$ cat config.mk
export PLATFORM = sky130hd
export DESIGN_NAME = adc_seq_ctrl
export DESIGN_NICKNAME = d
export VERILOG_FILES = /design/src/common/adc_seq_pkg.sv /design/src/rtl/adc_seq_ctrl.sv /design/src/rtl/pin_sync.sv
export SDC_FILE = /design/constraint.sdc
export NUM_CORES = 1
export LEC_CHECK = 0
export ABC_AREA = 1
export BUFFER_PORTS_ARGS = -buffer_cell sky130_fd_sc_hd__buf_2
export CORE_ASPECT_RATIO = 1.75
export CORE_MARGIN = 2
export CORE_UTILIZATION = 56
export CTS_CLUSTER_DIAMETER = 120
export DETAILED_ROUTE_END_ITERATION = 12
export HOLD_SLACK_MARGIN = 0.1
export PLACE_DENSITY = 0.87
export SYNTH_ARGS = -nofsm -noshare
export SYNTH_HDL_FRONTEND = slang
export SYNTH_SLANG_ARGS = --single-unit
$ cat constraint.sdc
create_clock -name pclk -period 2.6 [get_ports pclk]
set_clock_uncertainty 0.05 [all_clocks]
set_input_delay 0.13 -clock pclk [delete_from_list [all_inputs] [get_ports pclk]]
set_output_delay 0.13 -clock pclk [all_outputs]
set_load 0.005 [all_outputs]
$ cat src/common/adc_seq_pkg.sv
// Purpose: shared constants for the four-input sequencing converter control
// Assumes: pclk at 125 MHz, serial clock well below pclk / 8
// Notes:   control word is 12 bits, sent msb first on the serial input
package adc_seq_pkg;

  // control word layout (12-bit frame word, stored image is bits 10..0)
  localparam int CW_W       = 12;          // bits shifted in per frame
  localparam int CTRL_W     = 11;          // bits held in the control image
  localparam int BIT_WRITE  = 11;          // load gate
  localparam int BIT_SEQ_HI = 10;          // sequence_mode_hi
  localparam int BIT_CH_HI  = 7;           // channel_select_hi
  localparam int BIT_CH_LO  = 6;           // channel_select_lo
  localparam int BIT_PM_HI  = 5;           // power_ctl_hi
  localparam int BIT_PM_LO  = 4;           // power_ctl_lo
  localparam int BIT_SEQ_LO = 3;           // sequence_mode_lo
  localparam int BIT_RANGE  = 1;           // 1: one times reference
  localparam int BIT_CODING = 0;           // 1: straight binary

  // power control codes
  localparam logic [1:0] PM_NORMAL = 2'h3;
  localparam logic [1:0] PM_FULL   = 2'h2;
  localparam logic [1:0] PM_AUTO   = 2'h1;
  localparam logic [1:0] PM_BAD    = 2'h0;

  // control image after reset: normal power, channel 0, no sequence
  localparam logic [10:0] CTRL_RST = 11'h030;

  // serial frame timing, counted in serial clock falling edges
  localparam int CONV_TIME_NS     = 800;   // conversion time at reference rate
  localparam int REF_SCLK_KHZ     = 20000; // reference serial clock rate
  localparam int CONV_SCLK_CYCLES = CONV_TIME_NS * REF_SCLK_KHZ / 1000000;
  localparam int FRAME_EDGES      = CONV_SCLK_CYCLES;
  localparam int CW_EDGES         = 12;    // edges carrying the control word
  localparam int DATA_FIRST_EDGE  = 4;     // edge putting result msb out
  localparam int COMMIT_EDGE      = 14;    // control load, mux switch, track

  // wake-up from shutdown, in pclk cycles (least time, rounded up)
  localparam int PCLK_MHZ    = 125;
  localparam int WAKE_TIME_NS = 1000;
  localparam int WAKE_CYCLES  = (WAKE_TIME_NS * PCLK_MHZ + 999) / 1000;

  // apb register map (byte addresses)
  localparam logic [11:0] OFS_CTRL   = 12'h000;
  localparam logic [11:0] OFS_STATUS = 12'h004;
  localparam logic [11:0] OFS_RESULT = 12'h008;
  localparam logic [11:0] OFS_CONFIG = 12'h00C;
  localparam logic [0:0]  CFG_RST    = 1'h1;   // serial port enabled

  // frame state, one-hot
  typedef enum logic [2:0] {
    ST_IDLE  = 3'b001,
    ST_XFER  = 3'b010,
    ST_QUIET = 3'b100
  } frame_st_t;

endpackage

$ cat src/rtl/adc_seq_ctrl.sv
// Purpose: control logic of a four-input 12-bit sar converter with sequencer
// Assumes: serial pins asynchronous to pclk; comparator level on pclk
// Notes:   serial clock edges found by oversampling; apb for monitoring and serial port enable
//
// Functional notes
// - sequence bit hi 0: channel from prior write
// - mode 1,0 write keeps running sequence
// - mode 1,1 converts channel 0 up to final
// - each chip-select fall moves to next channel
// - serial clock shifts, loads and steps sar
// - conversion length fixed in serial clock cycles
// - range bit selects one or two times reference
// - coding bit: straight binary or twos complement
// - two power bits select power behaviour
// - four inputs, sequencer cycles preselected set
// - write bit gates load of 11 bits
// - channel bits loaded at conversion end
// - after final channel sequence wraps to 0
// - power codes; wake time before valid conversion
//
// The APB slave port and the register addresses were left to the implementer.
`timescale 1ns/1ps
`default_nettype none
module adc_seq_ctrl
  import adc_seq_pkg::*;
#(
  parameter int WAKE_CNT = WAKE_CYCLES     // wake-up wait in pclk cycles
) (
  // clock and reset
  input  wire logic        pclk,
  input  wire logic        presetn,
  // apb slave
  input  wire logic [11:0] paddr,
  input  wire logic        psel,
  input  wire logic        penable,
  input  wire logic        pwrite,
  input  wire logic [31:0] pwdata,
  input  wire logic [3:0]  pstrb,
  output logic      [31:0] prdata,
  output logic             pready,
  output logic             pslverr,
  // serial pins
  input  wire logic        cs_n,
  input  wire logic        sclk,
  input  wire logic        din,
  output logic             dout,
  output logic             dout_oe,
  // analog front end
  input  wire logic        cmp_above,     // input at or above dac level
  output logic      [1:0]  chan_sel,      // input mux select
  output logic             track,         // 1 track, 0 hold
  output logic      [11:0] dac_code,      // sar trial code
  output logic             range_2x,      // full scale two times reference
  output logic             power_down     // analog circuitry off
);

  // synchronised pins and edges
  logic        cs_n_s, sclk_s, din_s;     // synchronised levels
  logic        cs_n_d, sclk_d;            // previous samples
  logic        cs_fall, cs_rise, sclk_fall;

  pin_sync #(.W(3), .RST_VAL(3'h7)) u_sync (
    .clk   (pclk),
    .rst_n (presetn),
    .d     ({cs_n, sclk, din}),
    .q     ({cs_n_s, sclk_s, din_s})
  );

  // edge history
  always_ff @(posedge pclk or negedge presetn) begin
    if (!presetn) begin
      cs_n_d <= 1'b1;
      sclk_d <= 1'b1;
    end else begin
      cs_n_d <= cs_n_s;
      sclk_d <= sclk_s;
    end
  end

  logic        port_en_r;                 // config: serial port enable
  assign cs_fall   = cs_n_d & ~cs_n_s & port_en_r;
  assign cs_rise   = ~cs_n_d & cs_n_s;
  assign sclk_fall = sclk_d & ~sclk_s & ~cs_n_s;

  // frame state and edge counter
  frame_st_t   st_r, st_nxt;
  logic [4:0]  edge_r, edge_nxt;          // falling edges seen this frame
  logic        in_frame;                  // edge counts toward the frame

  assign in_frame = (st_r == ST_XFER) & sclk_fall;
  assign edge_nxt = in_frame ? 5'(edge_r + 5'h01) : edge_r;

  // frame sequencing
  always_comb begin
    st_nxt = st_r;
    unique case (st_r)
      ST_IDLE:  if (cs_fall) st_nxt = ST_XFER;
      ST_XFER: begin
        if (cs_rise) st_nxt = ST_IDLE;            // frame cut short
        else if (in_frame && edge_nxt == 5'(FRAME_EDGES)) st_nxt = ST_QUIET;
      end
      ST_QUIET: if (cs_rise) st_nxt = ST_IDLE;    // cs may idle low
    endcase
  end

  always_ff @(posedge pclk or negedge presetn) begin
    if (!presetn) begin
      st_r   <= ST_IDLE;
      edge_r <= 5'h00;
    end else begin
      st_r   <= st_nxt;
      edge_r <= cs_fall ? 5'h00 : edge_nxt;
    end
  end

  // frame milestones
  logic commit, cw_done, frame_end;
  assign cw_done   = in_frame & (edge_nxt == 5'(CW_EDGES));
  assign commit    = in_frame & (edge_nxt == 5'(COMMIT_EDGE));
  assign frame_end = in_frame & (edge_nxt == 5'(FRAME_EDGES));

  // control word shift-in on serial clock falling edges
  logic [CW_W-1:0] shift_r;               // bits collected so far
  logic [CW_W-1:0] cw_r;                  // full word, held to commit
  always_ff @(posedge pclk or negedge presetn) begin
    if (!presetn) begin
      shift_r <= 12'h000;
      cw_r    <= 12'h000;
    end else if (in_frame && edge_nxt <= 5'(CW_EDGES)) begin
      shift_r <= {shift_r[CW_W-2:0], din_s};
      if (cw_done) cw_r <= {shift_r[CW_W-2:0], din_s};
    end
  end

  // control image and sequencer state
  logic [CTRL_W-1:0] ctrl_r, ctrl_nxt;
  logic [1:0]  next_chan_r, next_chan_nxt; // channel for next conversion
  logic [1:0]  cur_chan_r;                 // channel of running conversion
  logic [1:0]  seq_last_r, seq_last_nxt;   // final channel of sequence
  logic        seq_on_r, seq_on_nxt;       // sequence running
  logic        coding_cur_r;               // coding for this result

  // decoded fields of the incoming word
  wire        cw_write  = cw_r[BIT_WRITE];
  wire        cw_seq_hi = cw_r[BIT_SEQ_HI];
  wire        cw_seq_lo = cw_r[BIT_SEQ_LO];
  wire [1:0]  cw_chan   = cw_r[BIT_CH_HI:BIT_CH_LO];
  wire [1:0]  cw_pm     = cw_r[BIT_PM_HI:BIT_PM_LO];
  wire [1:0]  seq_adv   = (cur_chan_r == seq_last_r) ? 2'h0 : 2'(cur_chan_r + 2'h1);
  wire [1:0]  pm_cur    = ctrl_r[BIT_PM_HI:BIT_PM_LO];
  wire [1:0]  pm_new    = ctrl_nxt[BIT_PM_HI:BIT_PM_LO];

  // load, sequence start, continue and exit
  always_comb begin
    ctrl_nxt      = ctrl_r;
    next_chan_nxt = next_chan_r;
    seq_last_nxt  = seq_last_r;
    seq_on_nxt    = seq_on_r;
    if (commit) begin
      if (cw_write) begin
        ctrl_nxt = cw_r[CTRL_W-1:0];
        // invalid power code leaves power bits as they were
        if (cw_pm == PM_BAD) ctrl_nxt[BIT_PM_HI:BIT_PM_LO] = pm_cur;
      end
      if (cw_write && cw_seq_hi && cw_seq_lo) begin
        seq_on_nxt    = 1'b1;
        seq_last_nxt  = cw_chan;
        next_chan_nxt = 2'h0;
      end else if (cw_write && cw_seq_hi) begin
        next_chan_nxt = seq_on_r ? seq_adv : cw_chan;
      end else if (cw_write) begin
        seq_on_nxt    = 1'b0;
        next_chan_nxt = cw_chan;
      end else if (seq_on_r) begin
        next_chan_nxt = seq_adv;
      end
    end
  end

  always_ff @(posedge pclk or negedge presetn) begin
    if (!presetn) begin
      ctrl_r       <= CTRL_RST;
      next_chan_r  <= 2'h0;
      seq_last_r   <= 2'h0;
      seq_on_r     <= 1'b0;
      cur_chan_r   <= 2'h0;
      coding_cur_r <= 1'b0;
    end else begin
      ctrl_r      <= ctrl_nxt;
      next_chan_r <= next_chan_nxt;
      seq_last_r  <= seq_last_nxt;
      seq_on_r    <= seq_on_nxt;
      if (cs_fall) begin
        cur_chan_r   <= next_chan_r;
        coding_cur_r <= ctrl_r[BIT_CODING];
      end
    end
  end

  // mux follows the selected channel from the commit edge on
  assign chan_sel = next_chan_r;
  assign range_2x = ~ctrl_r[BIT_RANGE];

  // successive approximation, one bit per serial clock falling edge
  logic [11:0] sar_r;                      // trial and decided bits
  logic [3:0]  bit_r;                      // bit under trial
  logic        sar_busy_r;                 // trials remain
  logic        track_r;
  logic [11:0] trial_mask;

  assign trial_mask = 12'h001 << bit_r;

  always_ff @(posedge pclk or negedge presetn) begin
    if (!presetn) begin
      sar_r      <= 12'h000;
      bit_r      <= 4'h0;
      sar_busy_r <= 1'b0;
      track_r    <= 1'b1;
    end else if (cs_fall) begin
      sar_r      <= 12'h800;               // first trial at half scale
      bit_r      <= 4'hB;
      sar_busy_r <= 1'b1;
      track_r    <= 1'b0;                  // sample taken on cs fall
    end else begin
      if (in_frame && sar_busy_r) begin
        // keep the trial bit only when input reached the dac level
        sar_r <= (cmp_above ? sar_r : (sar_r & ~trial_mask))
                 | ((bit_r != 4'h0) ? (trial_mask >> 1) : 12'h000);
        bit_r      <= (bit_r != 4'h0) ? 4'(bit_r - 4'h1) : 4'h0;
        sar_busy_r <= (bit_r != 4'h0);
      end
      if (commit || cs_rise) track_r <= 1'b1;
    end
  end

  assign dac_code = sar_r;
  assign track    = track_r;

  // serial output word: two zeros, channel, result
  logic [15:0] out_word;
  logic [3:0]  out_idx;
  logic        dout_r, dout_oe_r;
  logic [15:0] result_r;                   // last complete word

  assign out_word = {2'b00, cur_chan_r, sar_r[11] ^ ~coding_cur_r, sar_r[10:0]};
  assign out_idx  = 4'(5'h0F - edge_nxt);

  always_ff @(posedge pclk or negedge presetn) begin
    if (!presetn) begin
      dout_r    <= 1'b0;
      dout_oe_r <= 1'b0;
      result_r  <= 16'h0000;
    end else begin
      dout_oe_r <= ~cs_n_s & (st_nxt != ST_IDLE);
      if (cs_fall) dout_r <= 1'b0;
      else if (in_frame) dout_r <= (edge_nxt < 5'(FRAME_EDGES)) ? out_word[out_idx] : 1'b0;
      if (frame_end) result_r <= out_word;
    end
  end

  assign dout    = dout_r;
  assign dout_oe = dout_oe_r;

  // power management and wake-up timing
  logic        pd_r;
  logic [7:0]  wake_r;                     // cycles left before valid use
  logic        pd_nxt;

  assign pd_nxt = commit ? (pm_new == PM_FULL || pm_new == PM_AUTO)
                : (cs_fall && pm_cur == PM_AUTO) ? 1'b0 : pd_r;

  always_ff @(posedge pclk or negedge presetn) begin
    if (!presetn) begin
      pd_r   <= 1'b0;
      wake_r <= 8'h00;
    end else begin
      pd_r <= pd_nxt;
      if (pd_r && !pd_nxt) wake_r <= 8'(WAKE_CNT);
      else if (wake_r != 8'h00) wake_r <= 8'(wake_r - 8'h01);
    end
  end

  assign power_down = pd_r;
  wire awake = ~pd_r & (wake_r == 8'h00);

  // apb decode
  wire hit_ctrl   = (paddr == OFS_CTRL);
  wire hit_status = (paddr == OFS_STATUS);
  wire hit_result = (paddr == OFS_RESULT);
  wire hit_config = (paddr == OFS_CONFIG);
  wire hit_any    = hit_ctrl | hit_status | hit_result | hit_config;
  wire setup_rd   = psel & ~penable & ~pwrite;
  wire access_wr  = psel & penable & pwrite & hit_config & pstrb[0];

  wire [31:0] status_word = {19'h00000, (st_r != ST_IDLE), awake, pd_r,
                             seq_on_r, seq_last_r, next_chan_r, cur_chan_r, 3'h0};
  wire [31:0] rd_mux = hit_ctrl   ? {21'h000000, ctrl_r}
                     : hit_status ? status_word
                     : hit_result ? {16'h0000, result_r}
                     : hit_config ? {31'h00000000, port_en_r}
                     : 32'h00000000;

  // read data captured in setup, config written in access
  logic [31:0] prdata_r;
  always_ff @(posedge pclk or negedge presetn) begin
    if (!presetn) begin
      prdata_r  <= 32'h00000000;
      port_en_r <= CFG_RST;
    end else begin
      if (setup_rd) prdata_r <= rd_mux;
      if (access_wr) port_en_r <= pwdata[0];
    end
  end

  assign prdata  = prdata_r;
  assign pready  = 1'b1;
  assign pslverr = psel & penable & ~hit_any;
endmodule
`default_nettype wire

$ cat src/rtl/pin_sync.sv
// Purpose: two-stage synchroniser for pins from outside the pclk domain
// Assumes: each bit is an independent level
// Notes:   first stage feeds only the second stage
`timescale 1ns/1ps
`default_nettype none
module pin_sync #(
  parameter int              W       = 1,
  parameter logic [W-1:0]    RST_VAL = '0
) (
  // clock and reset
  input  wire logic          clk,
  input  wire logic          rst_n,
  // pins in, synchronised levels out
  input  wire logic [W-1:0]  d,
  output logic      [W-1:0]  q
);

  logic [W-1:0] meta_r;                    // first stage, read by q only

  // two flops per bit
  always_ff @(posedge clk or negedge rst_n) begin
    if (!rst_n) begin
      meta_r <= RST_VAL;
      q      <= RST_VAL;
    end else begin
      meta_r <= d;
      q      <= meta_r;
    end
  end

endmodule
`default_nettype wire

; ---- After elaboration in Yosys (flattened, before gate mapping)
; Index checks and enable logic that the tools add are counted.
[totals]
romBits = 0
out_inout_bits = 53
latchBits = 0
regBits = 134
memories = 0
inputBits = 57
wordCells = 154
mem_bits_rw = 0
[classes]
n_bitwise = 34
add_sub_neg = 5
n_div = 0
mux = 43
n_eq_ne = 16
multipliers = 0
shifts = 1
magnitude_cmp = 3
n_reduce_logical = 26
[ops]
columns = operator, n
row1 = $mux W14, 3
row2 = $mux W12, 3
row3 = $eq A12 B4 Y1 const B, 2
row4 = $and A1 B1 Y1, 18
row5 = $mux W8, 2
row6 = $mux W1, 14
row7 = $mux W2, 7
row8 = $and A12 B12 Y12, 1
row9 = $eq A12 B3 Y1 const B, 1
row10 = $logic_not A12 Y1, 1
row11 = $mux W3, 4
row12 = $mux W4, 3
row13 = $mux W6, 2
row14 = $not A12 Y12, 1
row15 = $or A12 B11 Y12, 1
row16 = $shl A1 B4 Y12 const A, 1
row17 = $mux W11, 1
row18 = $eq A5 B4 Y1 const B, 2
row19 = $mux W5, 2
row20 = $reduce_bool A2 Y1, 5
row21 = $not A1 Y1, 9
row22 = $pmux W3 S3, 1
row23 = $logic_not A8 Y1, 1
row24 = $reduce_and A2 Y1, 4
row25 = other kinds (27), 39

; ---- Logic depth before layout (Yosys ltp)
; Gate-level depths: netlist (run 1).
[logic_depth]
ltp_word = 14
depth_mapped = 13
ltp_nobuf = 13

; ---- By module
; Synthesis (run 1) repeated with hierarchy kept, for this count alone.
[hier_totals]
hier_cells = 692
hier_area_um2 = 5720.5
[by_module_without_submodules]
columns = module, n_inst, cells_each, area_each_um2, seq_area_each_um2
row1 = adc_seq_ctrl, 1, 686, 5562.8, 2761.4
row2 = pin_sync, 1, 6, 157.7, 157.7

; ---- Worst setup path after synthesis (run 1)
; Ideal clock, no wire load.
[synth_timing]
path_type = register to register
startpoint = reg edge_r[0]
endpoint = reg ctrl_r[6]
setup_time_ps = 117
path_stages_with_launch = 12
t_arrival_ps = 1735
required_ps = 2433
slack_ps = 698
cell_sequence = dfrtp_1 -> ha_1 -> nand3_1 -> xor2_1 -> nand2_4 -> o21ai_4 -> nand4_4 -> inv_4 -> nand2_2 -> buf_6 -> nand2_1 -> o21ai_2
[synth_via]
elab_chain_cells = 5
[synth_rtl]
columns = element, line_no
row1 = from (decl), adc_seq_ctrl.sv:87  ; logic [4:0] edge_r, edge_nxt;
row2 = from (signal assigned), adc_seq_ctrl.sv:112  ; edge_r <= cs_fall ? 5'h00 : edge_nxt;
row3 = $add A5 B1 Y5, adc_seq_ctrl.sv:91  ; assign edge_nxt = in_frame ? 5'(edge_r + 5'h01) : edge_r;
row4 = $mux W5 (*), adc_seq_ctrl.sv:91
row5 = $eq A5 B4 Y1 (*), adc_seq_ctrl.sv:119  ; assign commit = in_frame & (edge_nxt == 5'(COMMIT_EDGE));
row6 = $and A1 B1 Y1 (*), adc_seq_ctrl.sv:119
row7 = $reduce_and A2 Y1 (no source line) (*), --
row8 = to (signal assigned), adc_seq_ctrl.sv:189  ; ctrl_r <= ctrl_nxt;
row9 = to (decl), adc_seq_ctrl.sv:136  ; logic [CTRL_W-1:0] ctrl_r, ctrl_nxt;
; Mark *: on every way between the ends. The rest lies on a longest branch, timed or not.
; A chain may end at the register's enable or synchronous reset.

; ---- Final worst setup path (run 1)
[layout_timing]
startpoint = reg sclk_d
endpoint = reg ctrl_r[10]
[layout_via]
elab_chain_cells = 7
[layout_rtl]
columns = element, line_no
row1 = from (decl), adc_seq_ctrl.sv:59  ; logic cs_n_d, sclk_d;
row2 = from (signal assigned), adc_seq_ctrl.sv:76  ; sclk_d <= sclk_s;
row3 = $and A1 B1 Y1 (*) (2 in a row), adc_seq_ctrl.sv:83  ; assign sclk_fall = sclk_d & ~sclk_s & ~cs_n_s;
row4 = $and A1 B1 Y1 (*), adc_seq_ctrl.sv:90  ; assign in_frame = (st_r == ST_XFER) & sclk_fall;
row5 = $mux W5, adc_seq_ctrl.sv:91
row6 = $eq A5 B4 Y1, adc_seq_ctrl.sv:119
row7 = $and A1 B1 Y1 (*), adc_seq_ctrl.sv:119
row8 = $reduce_and A2 Y1 (no source line) (*), --
; Marked as above.

==> results.json, run 1 <==
{
  "maxCapViolCount": 0,
  "hold_viol": 0,
  "hold_class": "in -> reg",
  "syn_avg_cell_area_um2": 8.52,
  "finalCritPeriodShare": 0.915,
  "grt_pass1_vias": 4763,
  "drt_drc_violations_left": 0,
  "drive_gt1_frac": 0.194,
  "placed_cell_area_um2": 5990,
  "core_um2": 10100,
  "synth_area_leader_cell": "dfrtp_1",
  "rsz0062_at_grt": "false",
  "antenna_found_initial": 0,
  "crit_arrival_ps": 2640,
  "synth_area_um2": 5750,
  "tns_ps": 0,
  "yosysUniqueCellTypes": 49,
  "setup_violations": 0,
  "worst-slew-pin-transition_ps": 611,
  "wl_per_cell_um": 15.3,
  "track_usage": 0.257,
  "fp.dieH_um": 138,
  "cts_max_path_buffers": 2,
  "max_freq_mhz": 420,
  "grt-ovfl-total": 0,
  "ys_seq_area_frac": 0.508,
  "path_max_fanout": 12,
  "final_common_cell": "nand2_1",
  "die_x_um": 80.6,
  "worstPathRequired_ps": 2860,
  "yosys-top-cells-area": "dfrtp_1, nand2_1, dfstp_2",
  "min_period_ps": 2380,
  "cts_setup_buffers": 0,
  "p_leak_uw": 0.00321,
  "ir_drop_uv": 601,
  "drtIter0Drc": 423,
  "grt_start_max_net_pins": 117,
  "relSlewSlack": 0.592,
  "mostFrequentLayoutCells": "nand2_1, dfrtp_1, inv_1, buf_2, nand3_1",
  "antenna_left": 0,
  "setup.worst_path.start_class": "flip-flop",
  "finalMaxSlewViolations": 0,
  "io_pins": 110,
  "clk_pin_slew_ps": 60,
  "end_kind": "flip-flop",
  "numClockSinks": 116,
  "ctsHtreeMaxLevel": 4,
  "clockRootBuffer": "clkbuf_16",
  "path_class": "reg -> reg",
  "syn-instance-count": 675,
  "viasPerCell": 5.56,
  "vias": 4855,
  "dpl.hpwl_um": 9170,
  "pwr_density_cell_nw_per_um2": 807,
  "fillCellCount": 738,
  "ys_ff_latch": 116,
  "place_congestion": 0.888,
  "clk_latency_ps": 420,
  "port_buffers": 56,
  "area_delta_synth_final_pct": 15.9,
  "grt_pass1_wl_um": 22000,
  "die_area_um2": 11100,
  "ys_warn_count": 0,
  "rows": 49,
  "design_area_um2": 6670,
  "yosysTopAreaCellShare": 0.448,
  "initial_core_util": 0.569,
  "cts_tree": "built",
  "drt-total-wl_um": 13400,
  "nNetsFinal": 792,
  "outcome": "finished, final reports clean",
  "drt_pass1_iterations": 6,
  "numCtsBuffers": 17,
  "antenna_cells": 0
}
-- worst max-delay path: stages, from the launching register on --
cell	delay, ps
dfstp_2	530
nand3_1	120
nor2_4	360
o21ai_2	210
nor2_8	180
nand4_4	190
inv_4	170
nand2_2	180
nor2_1	190
nor2_1	70
-- path summary, 6_finish.rpt --
kind,to,start,slack [ps],depth (start not counted)
max in group asynchronous,edge_r[2]$_DFF_PN0_,presetn,1760,3
min in group asynchronous,sar_busy_r$_DFFE_PN0P_,presetn,250,3
setup reg to reg,ctrl_r[10]$_DFFE_PN0P_,sclk_d$_DFF_PN1_,220,9
hold reg to reg,u_sync.q[2]$_DFF_PN1_,u_sync.meta_r[2]$_DFF_PN1_,310,0
hold / removal,prdata[11]$_DFFE_PN0P_,penable,110,5
setup / recovery,ctrl_r[10]$_DFFE_PN0P_,sclk_d$_DFF_PN1_,220,9
-- routing by layer --
layer	GRT usage	wire (um)	up-vias
li1	-	-	2268
met1	0.277	4800	2322
met5	0	0	-
met4	0.149	656	0
met2	0.439	7090	211
met3	0.0698	824	54
-- area by class of cell --
| type | instances | area, um^2 | share of cell area |
|---|---|---|---|
| sequential | 116 | 2920 | 0.438 |
| multi-input combinational | 453 | 2280 | 0.342 |
| clock buffer | 22 | 464 | 0.0696 |
| timing repair buffer | 70 | 433 | 0.0649 |
| inverter | 75 | 284 | 0.0426 |
| tap | 127 | 159 | 0.0238 |
| clock inverter | 10 | 130 | 0.0195 |
-- Yosys cell counts (all sizes together) --
master,n
a21o,1
a21oi,32
a22oi,1
a31oi,1
a32oi,1
buf,42
clkbuf,6
clkinv,2
conb,2
dfrtp,103
dfstp,13
ha,2
inv,73
mux2,1
nand2,160
nand3,56
nand3b,3
nand4,4
nor2,57
nor3,6
nor3b,2
o211ai,3
o21a,2
o21ai,72
o22a,1
o22ai,14
o31ai,3
o41ai,1
or2,2
xnor2,2
xor2,7
-- power by group --
| part | total [uW] | internal [uW] | switching [uW] |
|---|---|---|---|
| Combinational | 904 | 319 | 586 |
| Sequential | 2140 | 2000 | 138 |
| Clock | 2340 | 1540 | 798 |
| Total | 5380 | 3860 | 1520 |
-- state kept, by name, summed over array words and instances, names as in the netlist, 2 cells and up --
signal,cells
dac_code,12
result_r,14
seq_last_r,2
cur_chan_r,2
prdata,14
wake_r,8
shift_r,11
chan_sel,2
cw_r,12
u_sync.meta_r,3
edge_r,5
u_sync.q,3
ctrl_r,11
st_r,3
bit_r,4
-- through the flow --
stage	worst slack, ps	power, uW	cells	utilization	hold WS (ps)
final	221	5380	873	0.659	113
after global routing	79.3	5610	873	0.659	131
after CTS	240	5380	873	0.659	103
after detailed placement	253	3040	833	0.592	186
after global placement	300	2980	833	0.592	185
after floorplan	698	2820	692	-	-216
-- logic make-up (layout without fill, tap and decap cells) --
| family | after synthesis | after routing | synth area share |
|---|---|---|---|
| adders and majority gates | 2 | 2 | 0.00435 |
| muxes | 1 | 1 | 0.00196 |
| xor gates and xnor gates | 9 | 9 | 0.0137 |
| buffers and inverters | 123 | 177 | 0.107 |
| DFF | 116 | 116 | 0.508 |
| AOI/OAI and AO/OA | 132 | 132 | 0.136 |
| and+or+nand+nor | 290 | 290 | 0.228 |
| other | 2 | 19 | 0.00131 |
-- repair_timing --
| action | in CTS | in global routing |
|---|---|---|
| gates resized for setup | 0 | 0 |
| endpoints found under the hold margin | 109 | 0 |
| hold buffers | 8 | 0 |
(Power assumes the default switching activity.)
==> inputs of run 2 (changes only) <==
--- a/config.mk
+++ b/config.mk
@@ -6,7 +6,7 @@
 export NUM_CORES = 1
 export LEC_CHECK = 0
 export ABC_AREA = 1
-export BUFFER_PORTS_ARGS = -buffer_cell sky130_fd_sc_hd__buf_2
+export BUFFER_PORTS_ARGS = -buffer_cell sky130_fd_sc_hd__buf_4
 export CORE_ASPECT_RATIO = 1.75
 export CORE_MARGIN = 2
 export CORE_UTILIZATION = 56
==> run 2 against run 1 <==
Effect of this change: combinational power increased by 3.3%; maximum frequency is 0.83% lower; flip-flop and latch count unchanged; worst hold slack better by 31 ps; worst setup slack lost 20 ps; critical path type unchanged; largest power group is now registers.
==> results.json, run 2 (same netlist as run 1, synthesis figures left out) <==
{
  "outcome": "finished, final reports clean",
  "wl_per_cell_um": 15.5,
  "setup_violations": 0,
  "post-place-ws_ps": 259,
  "port_buffers": 56,
  "setup.worst_path.start_class": "flip-flop",
  "drt_drc_violations_left": 0,
  "p_leak_uw": 0.00321,
  "area_delta_synth_final_pct": 17.3,
  "crit_slowest_cell": "dfstp_2",
  "worstPathRequired_ps": 2850,
  "tns_ps": 0,
  "drt-total-wl_um": 13600,
  "drt_pass1_iterations": 5,
  "core_um2": 10100,
  "cts_tree": "built",
  "p_sw_frac": 0.290,
  "ctsHtreeMaxLevel": 4,
  "min_period_ps": 2400,
  "antenna_cells": 0,
  "crit_path_max_incr_delay_ps": 520,
  "worst-slew-pin-transition_ps": 652,
  "nNetsFinal": 794,
  "finalCritPeriodShare": 0.923,
  "hold_class": "in -> reg",
  "fillCellCount": 747,
  "power_frac_seq": 0.417,
  "crit_arrival_ps": 2650,
  "cts_resized": 0,
  "clockRootBuffer": "clkbuf_16",
  "rsz0062_at_grt": "false",
  "grt_pass1_wl_um": 22100,
  "maxCapViolCount": 0,
  "numClockSinks": 116,
  "power_frac_comb": 0.182,
  "clk_latency_ps": 420,
  "grt_start_max_net_pins": 67,
  "dpl.hpwl_um": 9510,
  "antenna_found_initial": 0,
  "cts_hold_buffers": 9,
  "relSlewSlack": 0.565,
  "numCtsBuffers": 17,
  "die_x_um": 80.6,
  "final_common_cell": "nand2_1",
  "path_class": "reg -> reg",
  "finalMaxSlewViolations": 0,
  "io_pins": 110,
  "drtIter0Drc": 412,
  "viasPerCell": 5.59,
  "p_int_uw": 3650,
  "grt_pass1_vias": 4864,
  "die_area_um2": 11100,
  "grt-ovfl-total": 0,
  "p_switching_uw": 1490,
  "pwr_density_cell_nw_per_um2": 761,
  "max_freq_mhz": 417,
  "crit_chain": "nand3_1 > nor2_4 > o21ai_2 > nor2_8 > nand4_4 > inv_4 > nand2_2 > nor2_1 > nor2_1",
  "cpMostUsedCell": "nor2_1",
  "track_usage": 0.259,
  "setup_ws_ps": 201,
  "rows": 49,
  "antenna_left": 0,
  "hold_viol": 0,
  "initial_core_util": 0.569,
  "clk_pin_slew_ps": 50,
  "place_congestion": 0.917,
  "vias": 4895,
  "end_kind": "flip-flop",
  "cts_max_path_buffers": 2,
  "ir_drop_uv": 554,
  "drive_gt1_frac": 0.191,
  "path_max_fanout": 12,
  "cts_setup_buffers": 0,
  "fp.dieH_um": 138,
  "p_clk_frac": 0.401,
  "mostFrequentLayoutCells": "nand2_1, dfrtp_1, inv_1, buf_4, nand3_1"
}
==> run 2: power by group through the flow <==
| stage | combinational, uW | sequential (uW) | clock (uW) |
|---|---|---|---|
| global placement | 849 | 2150 | 0 |
| CTS | 928 | 2140 | 2070 |
| floorplan | 693 | 2130 | 0 |
| global route | 1040 | 2170 | 2160 |
| detailed placement | 900 | 2170 | 0 |
| finish | 934 | 2140 | 2060 |
==> run 2: final timing paths <==
check                                                 from                       end  slack (ps)  depth (start not counted)
worst min-delay path                             cmp_above  dac_code[11]$_DFFE_PN0P_         140                          3
min in group asynchronous                          presetn  dac_code[10]$_DFFE_PN0P_         230                          2
worst min register to register  u_sync.meta_r[0]$_DFF_PN1_     u_sync.q[0]$_DFF_PN1_         300                          0
worst max register to register            sclk_d$_DFF_PN1_    ctrl_r[10]$_DFFE_PN0P_         200                          9
max in group asynchronous                          presetn     u_sync.q[0]$_DFF_PN1_        1460                          3
worst max-delay path                      sclk_d$_DFF_PN1_    ctrl_r[10]$_DFFE_PN0P_         200                          9
==> run 2: critical path: cells and delay by family, from the launching register on <==
kind | cells | cell delay (ps)
buffers and inverters | 1 | 170
flip-flops | 1 | 520
AO/OA/AOI/OAI | 1 | 220
AND/OR/NAND/NOR | 7 | 1300
==> run 2: layer usage <==
layer	track usage	vias up	wire, um	share of wire
li1	-	2279	-	-
met1	0.276	2338	4750	0.35
met2	0.454	228	7240	0.53
met3	0.0653	50	844	0.062
met4	0.145	0	725	0.054
met5	0	-	0	0
==> run 2: through the flow <==
step,instance area [um^2],utilization,total power [uW],cells,hold slack (ps)
after detailed placement,6130,0.606,3060,834,142
after CTS,6750,0.667,5140,875,130
after floorplan,5820,-,2820,692,-216
final,6750,0.667,5140,875,144
after global placement,6130,0.606,3000,834,140
after global routing,6750,0.667,5370,875,173
==> run 2: cell type report <==
type                       count  area (um^2)  share of cell area
tap                          127          159              0.0236
clock buffer                  27          503              0.0746
inverter                      75          284              0.0421
sequential                   116         2920               0.433
multi-input combinational    453         2280               0.338
clock inverter                 5         27.5             0.00408
timing repair buffer          72          576              0.0853
==> inputs of run 3 (changes only) <==
--- a/config.mk
+++ b/config.mk
@@ -5,15 +5,14 @@
 export SDC_FILE = /design/constraint.sdc
 export NUM_CORES = 1
 export LEC_CHECK = 0
-export ABC_AREA = 1
 export BUFFER_PORTS_ARGS = -buffer_cell sky130_fd_sc_hd__buf_4
 export CORE_ASPECT_RATIO = 1.75
 export CORE_MARGIN = 2
 export CORE_UTILIZATION = 56
 export CTS_CLUSTER_DIAMETER = 120
 export DETAILED_ROUTE_END_ITERATION = 12
-export HOLD_SLACK_MARGIN = 0.1
-export PLACE_DENSITY = 0.87
+export HOLD_SLACK_MARGIN = 0.03
+export PLACE_DENSITY = 0.86
 export SYNTH_ARGS = -nofsm -noshare
 export SYNTH_HDL_FRONTEND = slang
 export SYNTH_SLANG_ARGS = --single-unit
==> run 3 against run 2 <==
Effect of this change: synthesized cell count fell by 14%; critical path depth fell by 1; design area rose by 4.2%; worst setup slack got worse by 67 ps; largest power group is now the clock network; flip-flop and latch count did not move; first-iteration DRC count fell by 22%; sequential share of layout area fell by 1.7 points; die area rose by 1.2%.
==> results.json, run 3 <==
{
  "place_congestion": 0.885,
  "placed_cell_area_um2": 6290,
  "path_max_fanout": 15,
  "yosysMostFrequentCell": "dfrtp_1",
  "ys_warn_count": 0,
  "rsz0062_at_grt": "false",
  "hold_class": "in -> reg",
  "hold-worst-slack_ps": 75.5,
  "p_leak_uw": 0.00344,
  "utilization": 0.691,
  "max_freq_mhz": 405,
  "cts_tree": "built",
  "rows": 49,
  "yosys-top-cells-area": "dfrtp_1, nand2_1, dfstp_2",
  "hold_viol": 0,
  "pwr_density_cell_nw_per_um2": 649,
  "numClockSinks": 116,
  "crit_arrival_ps": 2770,
  "min_period_ps": 2470,
  "nNetsFinal": 696,
  "crit_slowest_cell": "a22oi_1",
  "yosysUniqueCellTypes": 65,
  "area_delta_synth_final_pct": 20.7,
  "cts_max_path_buffers": 2,
  "grt_pass1_wl_um": 23400,
  "grt_pass1_vias": 4800,
  "wl_per_cell_um": 18.5,
  "end_kind": "flip-flop",
  "io_pins": 110,
  "ctsHtreeMaxLevel": 4,
  "clk_pin_slew_ps": 60,
  "antenna_cells": 0,
  "mostFrequentLayoutCells": "dfrtp_1, nand2_1, buf_4, a21oi_1, nor2_1",
  "final_common_cell": "dfrtp_1",
  "drt_drc_violations_left": 0,
  "syn_avg_cell_area_um2": 10.1,
  "clockRootBuffer": "clkbuf_16",
  "ir_drop_uv": 553,
  "setup_violations": 0,
  "synth_ff_type": "dfrtp_1",
  "clk_latency_ps": 410,
  "dpl.hpwl_um": 9830,
  "track_usage": 0.273,
  "synth_area_um2": 5830,
  "drt-total-wl_um": 14400,
  "port_buffers": 56,
  "synth_area_leader_cell": "dfrtp_1",
  "finalMaxSlewViolations": 0,
  "relSlewSlack": 0.489,
  "crit_buf_inv": 1,
  "synth-async-reset-ratio": 1.00,
  "worstPathRequired_ps": 2900,
  "critPathTopFamily": "compound AO/OA/AOI/OAI gates",
  "grt_start_max_net_pins": 61,
  "die_x_um": 81.1,
  "antenna_found_initial": 0,
  "die_area_um2": 11300,
  "tns_ps": 0,
  "worst-slew-pin-transition_ps": 767,
  "antenna_left": 0,
  "drtIter0Drc": 320,
  "power_uw": 4560,
  "vias": 4751,
  "design_area_um2": 7030,
  "cts_setup_buffers": 0,
  "yosysTopAreaCellShare": 0.442,
  "drive_gt1_frac": 0.243,
  "outcome": "finished, final reports clean",
  "ys_seq_area_frac": 0.501,
  "maxCapViolCount": 0,
  "drt_pass1_iterations": 5,
  "numCtsBuffers": 17,
  "path_class": "reg -> reg",
  "syn-instance-count": 578,
  "crit_chain": "ha_1 > nor2b_1 > a22oi_1 > nor4b_4 > and2_1 > buf_4 > a21boi_0 > a21o_1",
  "ys_top_cells_by_count": "dfrtp_1, nand2_1, a21oi_1",
  "initial_core_util": 0.572,
  "grt-ovfl-total": 0,
  "core_um2": 10200,
  "viasPerCell": 6.11,
  "fp.dieH_um": 139,
  "crit_path_max_incr_delay_ps": 560,
  "finalCritPeriodShare": 0.949,
  "synth_edf_count": 0,
  "ys_ff_latch": 116,
  "setup.worst_path.start_class": "flip-flop"
}
run 3: area by class of cell:
class / count / area (um^2)
Clock buffer: 21 / 480
Sequential cell: 116 / 2920
Clock inverter: 11 / 198
Tap cell: 127 / 159
Multi-Input combinational cell: 406 / 2570
Timing Repair Buffer: 84 / 658
Inverter: 12 / 45.0
Fill cell: 713 / 3150
run 3: layer usage:
layer,global-route usage,vias to the layer above,wire length [um]
li1,-,2095,-
met1,0.313,2350,5280
met2,0.464,255,7590
met3,0.0632,51,849
met4,0.139,0,649
met5,0,-,0
run 3: timing repair:
item / 4_1_cts / 5_1_grt
endpoints found under the hold margin: 53 / 0
hold buffers: 6 / 0
gates resized for setup: 0 / 0
run 3: path summary, 6_finish.rpt:
kind | cells past startpoint | start | slack (ps) | end
worst max register to register | 8 | edge_r[0]$_DFF_PN0_ | 130 | ctrl_r[5]$_DFF_PN1_
min in group asynchronous | 2 | presetn | 270 | chan_sel[1]$_DFFE_PN0P_
worst min-delay path | 3 | paddr[3] | 80 | prdata[13]$_DFFE_PN0P_
worst min register to register | 0 | u_sync.meta_r[2]$_DFF_PN1_ | 310 | u_sync.q[2]$_DFF_PN1_
worst max-delay path | 8 | edge_r[0]$_DFF_PN0_ | 130 | ctrl_r[5]$_DFF_PN1_
max in group asynchronous | 3 | presetn | 1460 | st_r[0]$_DFF_PN1_
run 3: per-stage QoR:
stage          std cells  worst slack, ps
2_1_floorplan        595              413
3_3_place_gp         739              270
5_1_grt              777             23.8
3_5_place_dp         739              204
6_report             777              133
4_1_cts              777              157
run 3: logic make-up (layout without fill, tap and decap cells):
group	after synthesis	count (layout)	share of synthesized area
other	2	19	0.00129
and+or+nand+nor	194	194	0.164
muxes	53	53	0.103
DFF	116	116	0.501
adders and majority gates	2	2	0.00429
xor gates and xnor gates	16	16	0.0241
buffers and inverters	73	128	0.0687
AOI/OAI and AO/OA	122	122	0.134
run 3: report_power, final:
part	switching [uW]	total (uW)	internal (uW)
registers	7.29	1830	1820
clock network	817	2620	1810
logic	71.0	113	42.2
total	895	4560	3670
run 3: worst reg2reg max path, delay by kind of cell (launching register included):
family                     cells  cell delay, ps
and+or+nand+nor                3             540
DFF                            1             390
AOI/OAI and AO/OA              3             970
buffers and inverters          1             200
adders and majority gates      1             260
